==> src/hw/bbhp_defs.svh <==
// Constants for the bubble board host port
`ifndef BBHP_DEFS_SVH
`define BBHP_DEFS_SVH

`define BBHP_IDX_FIFO      4'h0
`define BBHP_IDX_ENABLE    4'hB
`define BBHP_CMD_ABORT     8'h19
`define BBHP_CMD_CLEAR_INT 8'h20
`define BBHP_EN_DONE_BIT   0
`define BBHP_EN_ERR_BIT    1
`define BBHP_EN_DMA_BIT    2
`define BBHP_EN_XREQ_BIT   3
`define BBHP_ST_BUSY_BIT   7
`define BBHP_ST_DONE_BIT   6
`define BBHP_ST_FAIL_BIT   5
`define BBHP_ST_ERR_BIT    4
`define BBHP_ST_XREQ_BIT   3
`define BBHP_ENABLE_RST    8'h00

`endif

==> src/hw/bbhp_pkg.sv <==
// Types for the bubble board host port
package bbhp_pkg;

  typedef logic [7:0] bbhp_byte_t;
  typedef logic [3:0] bbhp_idx_t;

  typedef struct packed {
    logic       rdS1, rdS2, rdD;
    logic       wrS1, wrS2, wrD;
    logic       csS1, csS2;
    logic       a0S1, a0S2;
    logic       ackS1, ackS2;
    bbhp_byte_t dS1, dS2;
    bbhp_byte_t capData;
    logic       capA0, capCs, capAck;
    logic       dataOe;
    bbhp_byte_t dataOut;
    bbhp_idx_t  ptr;
    bbhp_byte_t enReg;
    logic       stDone, stFail, stErr;
    logic       irq0;
    logic       dreq;
    logic       dmaHold;
    logic       cmdPulse;
    bbhp_byte_t cmdCode;
    logic       regWr, regRd;
    bbhp_idx_t  regIdx;
    bbhp_byte_t regData;
    logic       tclk;
    logic       par;
  } bbhp_state_s;

endpackage

==> src/hw/bbhp_host_port.sv <==
// Host-facing port of the bubble memory expansion board
`timescale 1ns/100ps
`default_nettype none
`include "bbhp_defs.svh"

// Contract
// Jumper picks DMA or interrupt wiring; software picks that mode or polling.
// DMA transfers only when enable register bit 2 is one.
// Host loads its DMA controller count and address, extended write advised.
// Host checks busy is zero, loads parameters, then writes command.
// While busy only abort is accepted; other commands are dropped. Code also acts on clear command 20h while busy.
// Host should abort before initialize at power-up.
// Host counts bytes itself; early busy clear is an error.
// Interrupt reports done, fail or data error per enable bits.
// Done marks bubble side end; busy holds until FIFO drained.
// Command 20h clears interrupt pin and status flags.
// Active low strobes act only with select zero low.
// Active high DMA request, active low grant, one byte per cycle.
// Initialize line forces a known state.
// Board present output is always driven low.
// Only the lowest address line and select zero are decoded.
// Base board decodes upper address bits into module selects.
// Address high hits command/pointer/status; low hits pointed secondary register.
// Eight data lines active high, line zero least significant.
// Only first interrupt line used, in data request interrupt mode.
// First option line carries ninth data bit; second a test clock.
// During DMA the grant alone selects the FIFO; select and address ignored.
// Request drops during a granted cycle to end DMA.
// Clear command points pointer at FIFO, leaves data request untouched.
// Host strobes pass two flip-flops before their edges are used.
module bbhp_host_port
  import bbhp_pkg::*;
(
  input  wire logic           ref_clk,
  input  wire logic           rst,
  input  wire logic           host_read_strobe_n,
  input  wire logic           host_write_strobe_n,
  input  wire logic           module_select_zero_n,
  input  wire logic           register_bank_select,
  input  wire bbhp_pkg::bbhp_byte_t host_data_in,
  output var  bbhp_pkg::bbhp_byte_t host_data_out,
  output var  logic           host_data_oe,
  output var  logic           dma_request_out,
  input  wire logic           dma_grant_in_n,
  output var  logic           module_present_n,
  output var  logic           irq_line_zero,
  output var  logic           irq_line_one,
  output var  logic           parity_option_line,
  output var  logic           test_clock_option_line,
  input  wire logic           dmaJumper,
  input  wire logic           ctrlBusy,
  input  wire logic           ctrlXferRequest,
  input  wire logic           ctrlDoneEvt,
  input  wire logic           ctrlFailEvt,
  input  wire logic           ctrlErrEvt,
  input  wire bbhp_pkg::bbhp_byte_t ctrlRdData,
  input  wire logic           ninthDataBit,
  output var  logic           ctrlCmdPulse,
  output var  bbhp_pkg::bbhp_byte_t ctrlCmdCode,
  output var  logic           ctrlRegWr,
  output var  logic           ctrlRegRd,
  output var  bbhp_pkg::bbhp_idx_t  ctrlRegIdx,
  output var  bbhp_pkg::bbhp_byte_t ctrlRegWrData
);
  import bbhp_pkg::*;

  bbhp_state_s s_ff;
  bbhp_state_s nxt_s;
  logic        rdFall;
  logic        wrRise;
  logic        clrCmd;
  bbhp_byte_t  status;

  always_comb
  begin
    nxt_s = s_ff;
    // Two-stage synchronisers
    nxt_s.rdS1  = host_read_strobe_n;
    nxt_s.rdS2  = s_ff.rdS1;
    nxt_s.rdD   = s_ff.rdS2;
    nxt_s.wrS1  = host_write_strobe_n;
    nxt_s.wrS2  = s_ff.wrS1;
    nxt_s.wrD   = s_ff.wrS2;
    nxt_s.csS1  = module_select_zero_n;
    nxt_s.csS2  = s_ff.csS1;
    nxt_s.a0S1  = register_bank_select;
    nxt_s.a0S2  = s_ff.a0S1;
    nxt_s.ackS1 = dma_grant_in_n;
    nxt_s.ackS2 = s_ff.ackS1;
    nxt_s.dS1   = host_data_in;
    nxt_s.dS2   = s_ff.dS1;
    nxt_s.cmdPulse = 1'b0;
    nxt_s.regWr    = 1'b0;
    nxt_s.regRd    = 1'b0;
    nxt_s.tclk     = ~s_ff.tclk;
    nxt_s.par      = ninthDataBit;

    status = 8'h00;
    status[`BBHP_ST_BUSY_BIT] = ctrlBusy;
    status[`BBHP_ST_DONE_BIT] = s_ff.stDone;
    status[`BBHP_ST_FAIL_BIT] = s_ff.stFail;
    status[`BBHP_ST_ERR_BIT]  = s_ff.stErr;
    status[`BBHP_ST_XREQ_BIT] = ctrlXferRequest;

    rdFall = s_ff.rdD & ~s_ff.rdS2;
    wrRise = ~s_ff.wrD & s_ff.wrS2;
    clrCmd = 1'b0;

    // Write strobe low: keep latest data and select
    if (!s_ff.wrS2)
    begin
      nxt_s.capData = s_ff.dS2;
      nxt_s.capA0   = s_ff.a0S2;
      nxt_s.capCs   = s_ff.csS2;
      nxt_s.capAck  = s_ff.ackS2;
    end

    // Read access
    if (rdFall && !s_ff.ackS2)
    begin
      nxt_s.dataOe  = 1'b1;
      nxt_s.dataOut = ctrlRdData;
      nxt_s.regRd   = 1'b1;
      nxt_s.regIdx  = `BBHP_IDX_FIFO;
    end
    else if (rdFall && !s_ff.csS2)
    begin
      nxt_s.dataOe = 1'b1;
      if (s_ff.a0S2)
        nxt_s.dataOut = status;
      else
      begin
        nxt_s.dataOut = (s_ff.ptr == `BBHP_IDX_ENABLE) ? s_ff.enReg : ctrlRdData;
        nxt_s.regRd   = 1'b1;
        nxt_s.regIdx  = s_ff.ptr;
        if (s_ff.ptr != `BBHP_IDX_FIFO)
          nxt_s.ptr = s_ff.ptr + 4'h1;
      end
    end
    if (s_ff.rdS2)
      nxt_s.dataOe = 1'b0;

    // Write access
    if (wrRise && !s_ff.capAck)
    begin
      nxt_s.regWr   = 1'b1;
      nxt_s.regIdx  = `BBHP_IDX_FIFO;
      nxt_s.regData = s_ff.capData;
    end
    else if (wrRise && !s_ff.capCs)
    begin
      if (s_ff.capA0)
      begin
        if (s_ff.capData[7:4] == 4'h0)
          nxt_s.ptr = s_ff.capData[3:0];
        else if (s_ff.capData == `BBHP_CMD_CLEAR_INT)
        begin
          clrCmd    = 1'b1;
          nxt_s.ptr = `BBHP_IDX_FIFO;
        end
        else if (!ctrlBusy || s_ff.capData == `BBHP_CMD_ABORT)
        begin
          nxt_s.cmdPulse = 1'b1;
          nxt_s.cmdCode  = s_ff.capData;
        end
      end
      else
      begin
        nxt_s.regWr   = 1'b1;
        nxt_s.regIdx  = s_ff.ptr;
        nxt_s.regData = s_ff.capData;
        if (s_ff.ptr == `BBHP_IDX_ENABLE)
          nxt_s.enReg = s_ff.capData;
        if (s_ff.ptr != `BBHP_IDX_FIFO)
          nxt_s.ptr = s_ff.ptr + 4'h1;
      end
    end

    // Sticky status: set wins over clear
    nxt_s.stDone = (s_ff.stDone & ~clrCmd) | ctrlDoneEvt;
    nxt_s.stFail = (s_ff.stFail & ~clrCmd) | ctrlFailEvt;
    nxt_s.stErr  = (s_ff.stErr & ~clrCmd) | ctrlErrEvt;

    // Interrupt only on the interrupt wiring
    nxt_s.irq0 = ~dmaJumper &
                 ((s_ff.enReg[`BBHP_EN_DONE_BIT] & s_ff.stDone) |
                  (s_ff.enReg[`BBHP_EN_ERR_BIT] & (s_ff.stFail | s_ff.stErr)) |
                  (s_ff.enReg[`BBHP_EN_XREQ_BIT] & ~s_ff.enReg[`BBHP_EN_DMA_BIT] &
                   ctrlXferRequest));

    // DMA request, dropped within each granted cycle
    if (!s_ff.ackS2 && (!s_ff.rdS2 || !s_ff.wrS2))
      nxt_s.dmaHold = 1'b1;
    else if (s_ff.ackS2)
      nxt_s.dmaHold = 1'b0;
    nxt_s.dreq = dmaJumper & s_ff.enReg[`BBHP_EN_DMA_BIT] & ctrlXferRequest &
                 ~nxt_s.dmaHold;
  end

  always_ff @(posedge ref_clk)
  begin
    if (rst)
    begin
      s_ff       <= '0;
      s_ff.rdS1  <= 1'b1;
      s_ff.rdS2  <= 1'b1;
      s_ff.rdD   <= 1'b1;
      s_ff.wrS1  <= 1'b1;
      s_ff.wrS2  <= 1'b1;
      s_ff.wrD   <= 1'b1;
      s_ff.csS1  <= 1'b1;
      s_ff.csS2  <= 1'b1;
      s_ff.ackS1 <= 1'b1;
      s_ff.ackS2 <= 1'b1;
      s_ff.capCs <= 1'b1;
      s_ff.capAck <= 1'b1;
      s_ff.enReg <= `BBHP_ENABLE_RST;
    end
    else
      s_ff <= nxt_s;
  end

  assign host_data_out          = s_ff.dataOut;
  assign host_data_oe           = s_ff.dataOe;
  assign dma_request_out        = s_ff.dreq;
  assign module_present_n       = 1'b0;
  assign irq_line_zero          = s_ff.irq0;
  assign irq_line_one           = 1'b0;
  assign parity_option_line     = s_ff.par;
  assign test_clock_option_line = s_ff.tclk;
  assign ctrlCmdPulse           = s_ff.cmdPulse;
  assign ctrlCmdCode            = s_ff.cmdCode;
  assign ctrlRegWr              = s_ff.regWr;
  assign ctrlRegRd              = s_ff.regRd;
  assign ctrlRegIdx             = s_ff.regIdx;
  assign ctrlRegWrData          = s_ff.regData;
endmodule
`default_nettype wire

==> config.mk <==
export PLATFORM = sky130hd
export DESIGN_NAME = bbhp_host_port
export DESIGN_NICKNAME = d
export VERILOG_FILES = /design/src/hw/bbhp_pkg.sv /design/src/hw/bbhp_host_port.sv
export VERILOG_INCLUDE_DIRS = /design/src /design/src/hw
export SDC_FILE = /design/constraint.sdc
export NUM_CORES = 1
export LEC_CHECK = 0
export BUFFER_PORTS_ARGS = -buffer_cell sky130_fd_sc_hd__buf_4
export CORE_ASPECT_RATIO = 1.4
export CORE_UTILIZATION = 52
export CTS_CLUSTER_DIAMETER = 40
export DETAILED_ROUTE_END_ITERATION = 8
export HOLD_SLACK_MARGIN = 0.06
export MAX_ROUTING_LAYER = met4
export PLACE_DENSITY_LB_ADDON = 0.15
export SLEW_MARGIN = 20
export SYNTH_ARGS = -nofsm -noshare
export SYNTH_HDL_FRONTEND = slang
export SYNTH_SLANG_ARGS = --single-unit
==> constraint.sdc <==
create_clock -name ref_clk -period 4.45 [get_ports ref_clk]
set_input_delay 0.2225 -clock ref_clk [delete_from_list [all_inputs] [get_ports ref_clk]]
set_output_delay 0.2225 -clock ref_clk [all_outputs]
set_load 0.05 [all_outputs]
==> results by group <==
Outcome
  • Outcome: completed

Floorplanning
  • Top Ports: 68
  • Core area: 6700 um^2
  • Row Count: 35
  • Width of the die: 73.2 um
  • Starting Density: 55.0%
  • Die area: 7430 um^2
  • Die H: 102 um

Min path
  • HP Class: in2reg

Place
  • IO Port Bufs: 65
  • Post-DP HPWL: 4810 um
  • Area after DPL: 3990 um^2
  • Final Wtd Congestion: 0.847

Worst setup path
  • Worst path arrival time: 2.73 ns
  • Crit path capture type: flip-flop
  • Setup CP Type: reg2reg
  • Worst path slowest cell: dfxtp_1
  • Kind of cell adding the most delay to the critical path: simple AND/OR/NAND/NOR gates
  • Crit-path max cell delay: 0.83 ns
  • Critical path cell sequence: nor4bb_1, nand2_1, or4_1, a21oi_1, nor2_1
  • CP Max Fanout: 19
  • Crit path launch type: flip-flop
  • Worst EP required: 4.65 ns
  • Crit path buf inv count: 0

Logic synthesis
  • Synth top area cells: dfxtp_1 49%, mux2i_1 10%, buf_4 6.1%
  • Post-synth top area cell: dfxtp_1
  • Number of library cell types mapped by synthesis: 41
  • Main synth FF type: dfxtp_1
  • Post-synth EDFFs: 0
  • Yosys warning total: 0
  • Mapped Cells: 381
  • Sequential-to-total area share from yosys stat: 49.4%
  • Synth Cell Area: 3690 um^2
  • Synth top area share: 49.4%
  • Seq cells post-synth: 91
  • Syn avg cell area: 9.67 um^2
  • FFs w/ async S/R, synth: 0%

Clocking
  • Post-CTS Hold Fix Bufs: 7
  • Sink Count: 91
  • CTS buffer count: 9
  • Root Buffer: clkbuf_8
  • CTS tree: built
  • Skew-Pair Late Insertion Delay: 0.35 ns
  • Clk slew on worst S/H paths: 0.09 ns
  • Clk buf depth: 2
  • Post-CTS sizing: 0
  • H-tree depth: 3
  • Post-CTS setup repair buffer count: 0

Finish
  • Synth-to-Final Area Change: 15.1%
  • Ratio of cells with drive above 1 in the final layout: 24.5%
  • Fillers: 581
  • Fin area: 4240 um^2
  • Commonest cells after routing, fill and taps aside: 91 x dfxtp_1, 66 x buf_4, 56 x nor2_1
  • Fin util: 63.3%
  • N_diodes: 0
  • Number of nets in the layout: 451
  • Commonest non-fill, non-tap cell in the layout: dfxtp_1

Timing
  • Fmax achieved: 396 MHz
  • # setup viols final: 0
  • Crit share post-route: 56.8%
  • Slew @ Worst Pin: 0.985 ns
  • Hold Fails Final Rpt: 0
  • Final Hold Slack: 0.0715 ns
  • Setup TNS: 0 ns
  • Final Critical Period: 2.53 ns
  • Max Slew Vio Count: 0
  • Final setup skew: 0.0102 ns
  • RSZ-0062 raised after global routing: false
  • Slew HR: 34.1%

GRT
  • Antenna violations before repair: 0
  • Global-route wire length before repair: 11700 um
  • Gr usage total: 21.3%
  • Grt ovf: 0
  • Largest net degree at the start of global routing: 90
  • Vias in the first global route: 2400

Detailed routing
  • Total Routed Length: 7220 um
  • # DRC: 0
  • Vias/cell: 5.21
  • Post-route ant nets: 0
  • Routed len/inst: 14.0 um
  • First drt pass iteration count: 5
  • DRT iter0 DRCs: 248
  • Via count: 2689

Power and ir drop
  • Max VDD drop: 0.220 mV
  • Total Power: 0.00144 W
  • P per Cell Area: 338 nW/um^2
  • Leak: 1.86 nW

Flow run
  • Maxcap violations: 0
final cells by class:
type / instances / area (um^2) / area share (%)
Sequential cell: 91 / 1820 / 42.9
Inverter: 5 / 18.8 / 0.442
Clock inverter: 6 / 46.3 / 1.09
Timing Repair Buffer: 74 / 576 / 13.6
Multi-Input combinational cell: 238 / 1540 / 36.3
Clock buffer: 10 / 128 / 3.01
Tap cell: 92 / 115 / 2.71
power by group:
group | leakage [nW] | switching [W] | internal [W]
clock network | 0.0837 | 0.000294 | 0.000208
logic | 1.03 | 0.0000443 | 0.0000436
registers | 0.741 | 0.0000138 | 0.000832
cell usage after synthesis, types with 3 or more instances:
cell,instances
dfxtp_1,91
or4_1,3
o21ai_0,13
nor2_1,56
inv_1,5
nor2b_1,24
mux2i_1,37
a21oi_1,20
buf_4,30
nand3_1,4
nand2_1,16
or3_1,3
a222oi_1,8
clkbuf_1,12
nand2b_1,4
or2_2,11
mux2_2,9
logic make-up after synthesis:
| kind of cell | count (synthesis) | synth area share, % |
|---|---|---|
| other | 1 | 0.102 |
| buffers and inverters | 53 | 8.93 |
| AO/OA/AOI/OAI | 53 | 9.23 |
| AND/OR/NAND/NOR | 132 | 18.1 |
| flip-flops | 91 | 49.4 |
| XOR/XNOR | 3 | 0.713 |
| adder cells (fa/ha/maj) | 2 | 0.679 |
| multiplexers | 46 | 12.8 |
state kept, by name, indices dropped and copies added, names as in the netlist:
name and flops:
host_data_out 8, host_data_oe 1, ctrlRegWrData 8, s_ff 40, nxt_s 15, test_clock_option_line 1
dma_request_out 1, ctrlCmdPulse 1, ctrlCmdCode 8, ctrlRegWr 1, parity_option_line 1, ctrlRegIdx 4
ctrlRegRd 1, irq_line_zero 1
routing by layer:
| layer | global-route usage [%] | vias up | part of all wire, % |
|---|---|---|---|
| met4 | 8.30 | 0 | 1.6 |
| met1 | 27.1 | 1236 | 45 |
| met2 | 33.2 | 100 | 48 |
| met5 | - | - | 0 |
| li1 | - | 1343 | - |
| met3 | 3.98 | 10 | 5.2 |
path summary, 6_finish.rpt:
| kind | from | slack, ns | end | cells after the start |
|---|---|---|---|---|
| setup / recovery | nxt_s[85] | 1.92 | s_ff[29] | 5 |
| hold / removal | ninthDataBit | 0.07 | parity_option_line | 2 |
| setup reg to reg | nxt_s[85] | 1.92 | s_ff[29] | 5 |
| hold reg to reg | test_clock_option_line | 0.41 | test_clock_option_line | 1 |
stage by stage:
| stage | setup slack, ns | std cells |
|---|---|---|
| after floorplan | 2.49 | 382 |
| after global placement | 2.03 | 492 |
| after detailed placement | 1.94 | 492 |
| after CTS | 1.93 | 515 |
| after global routing | 1.75 | 516 |
| final | 1.92 | 516 |
(Power assumes the default switching activity.)
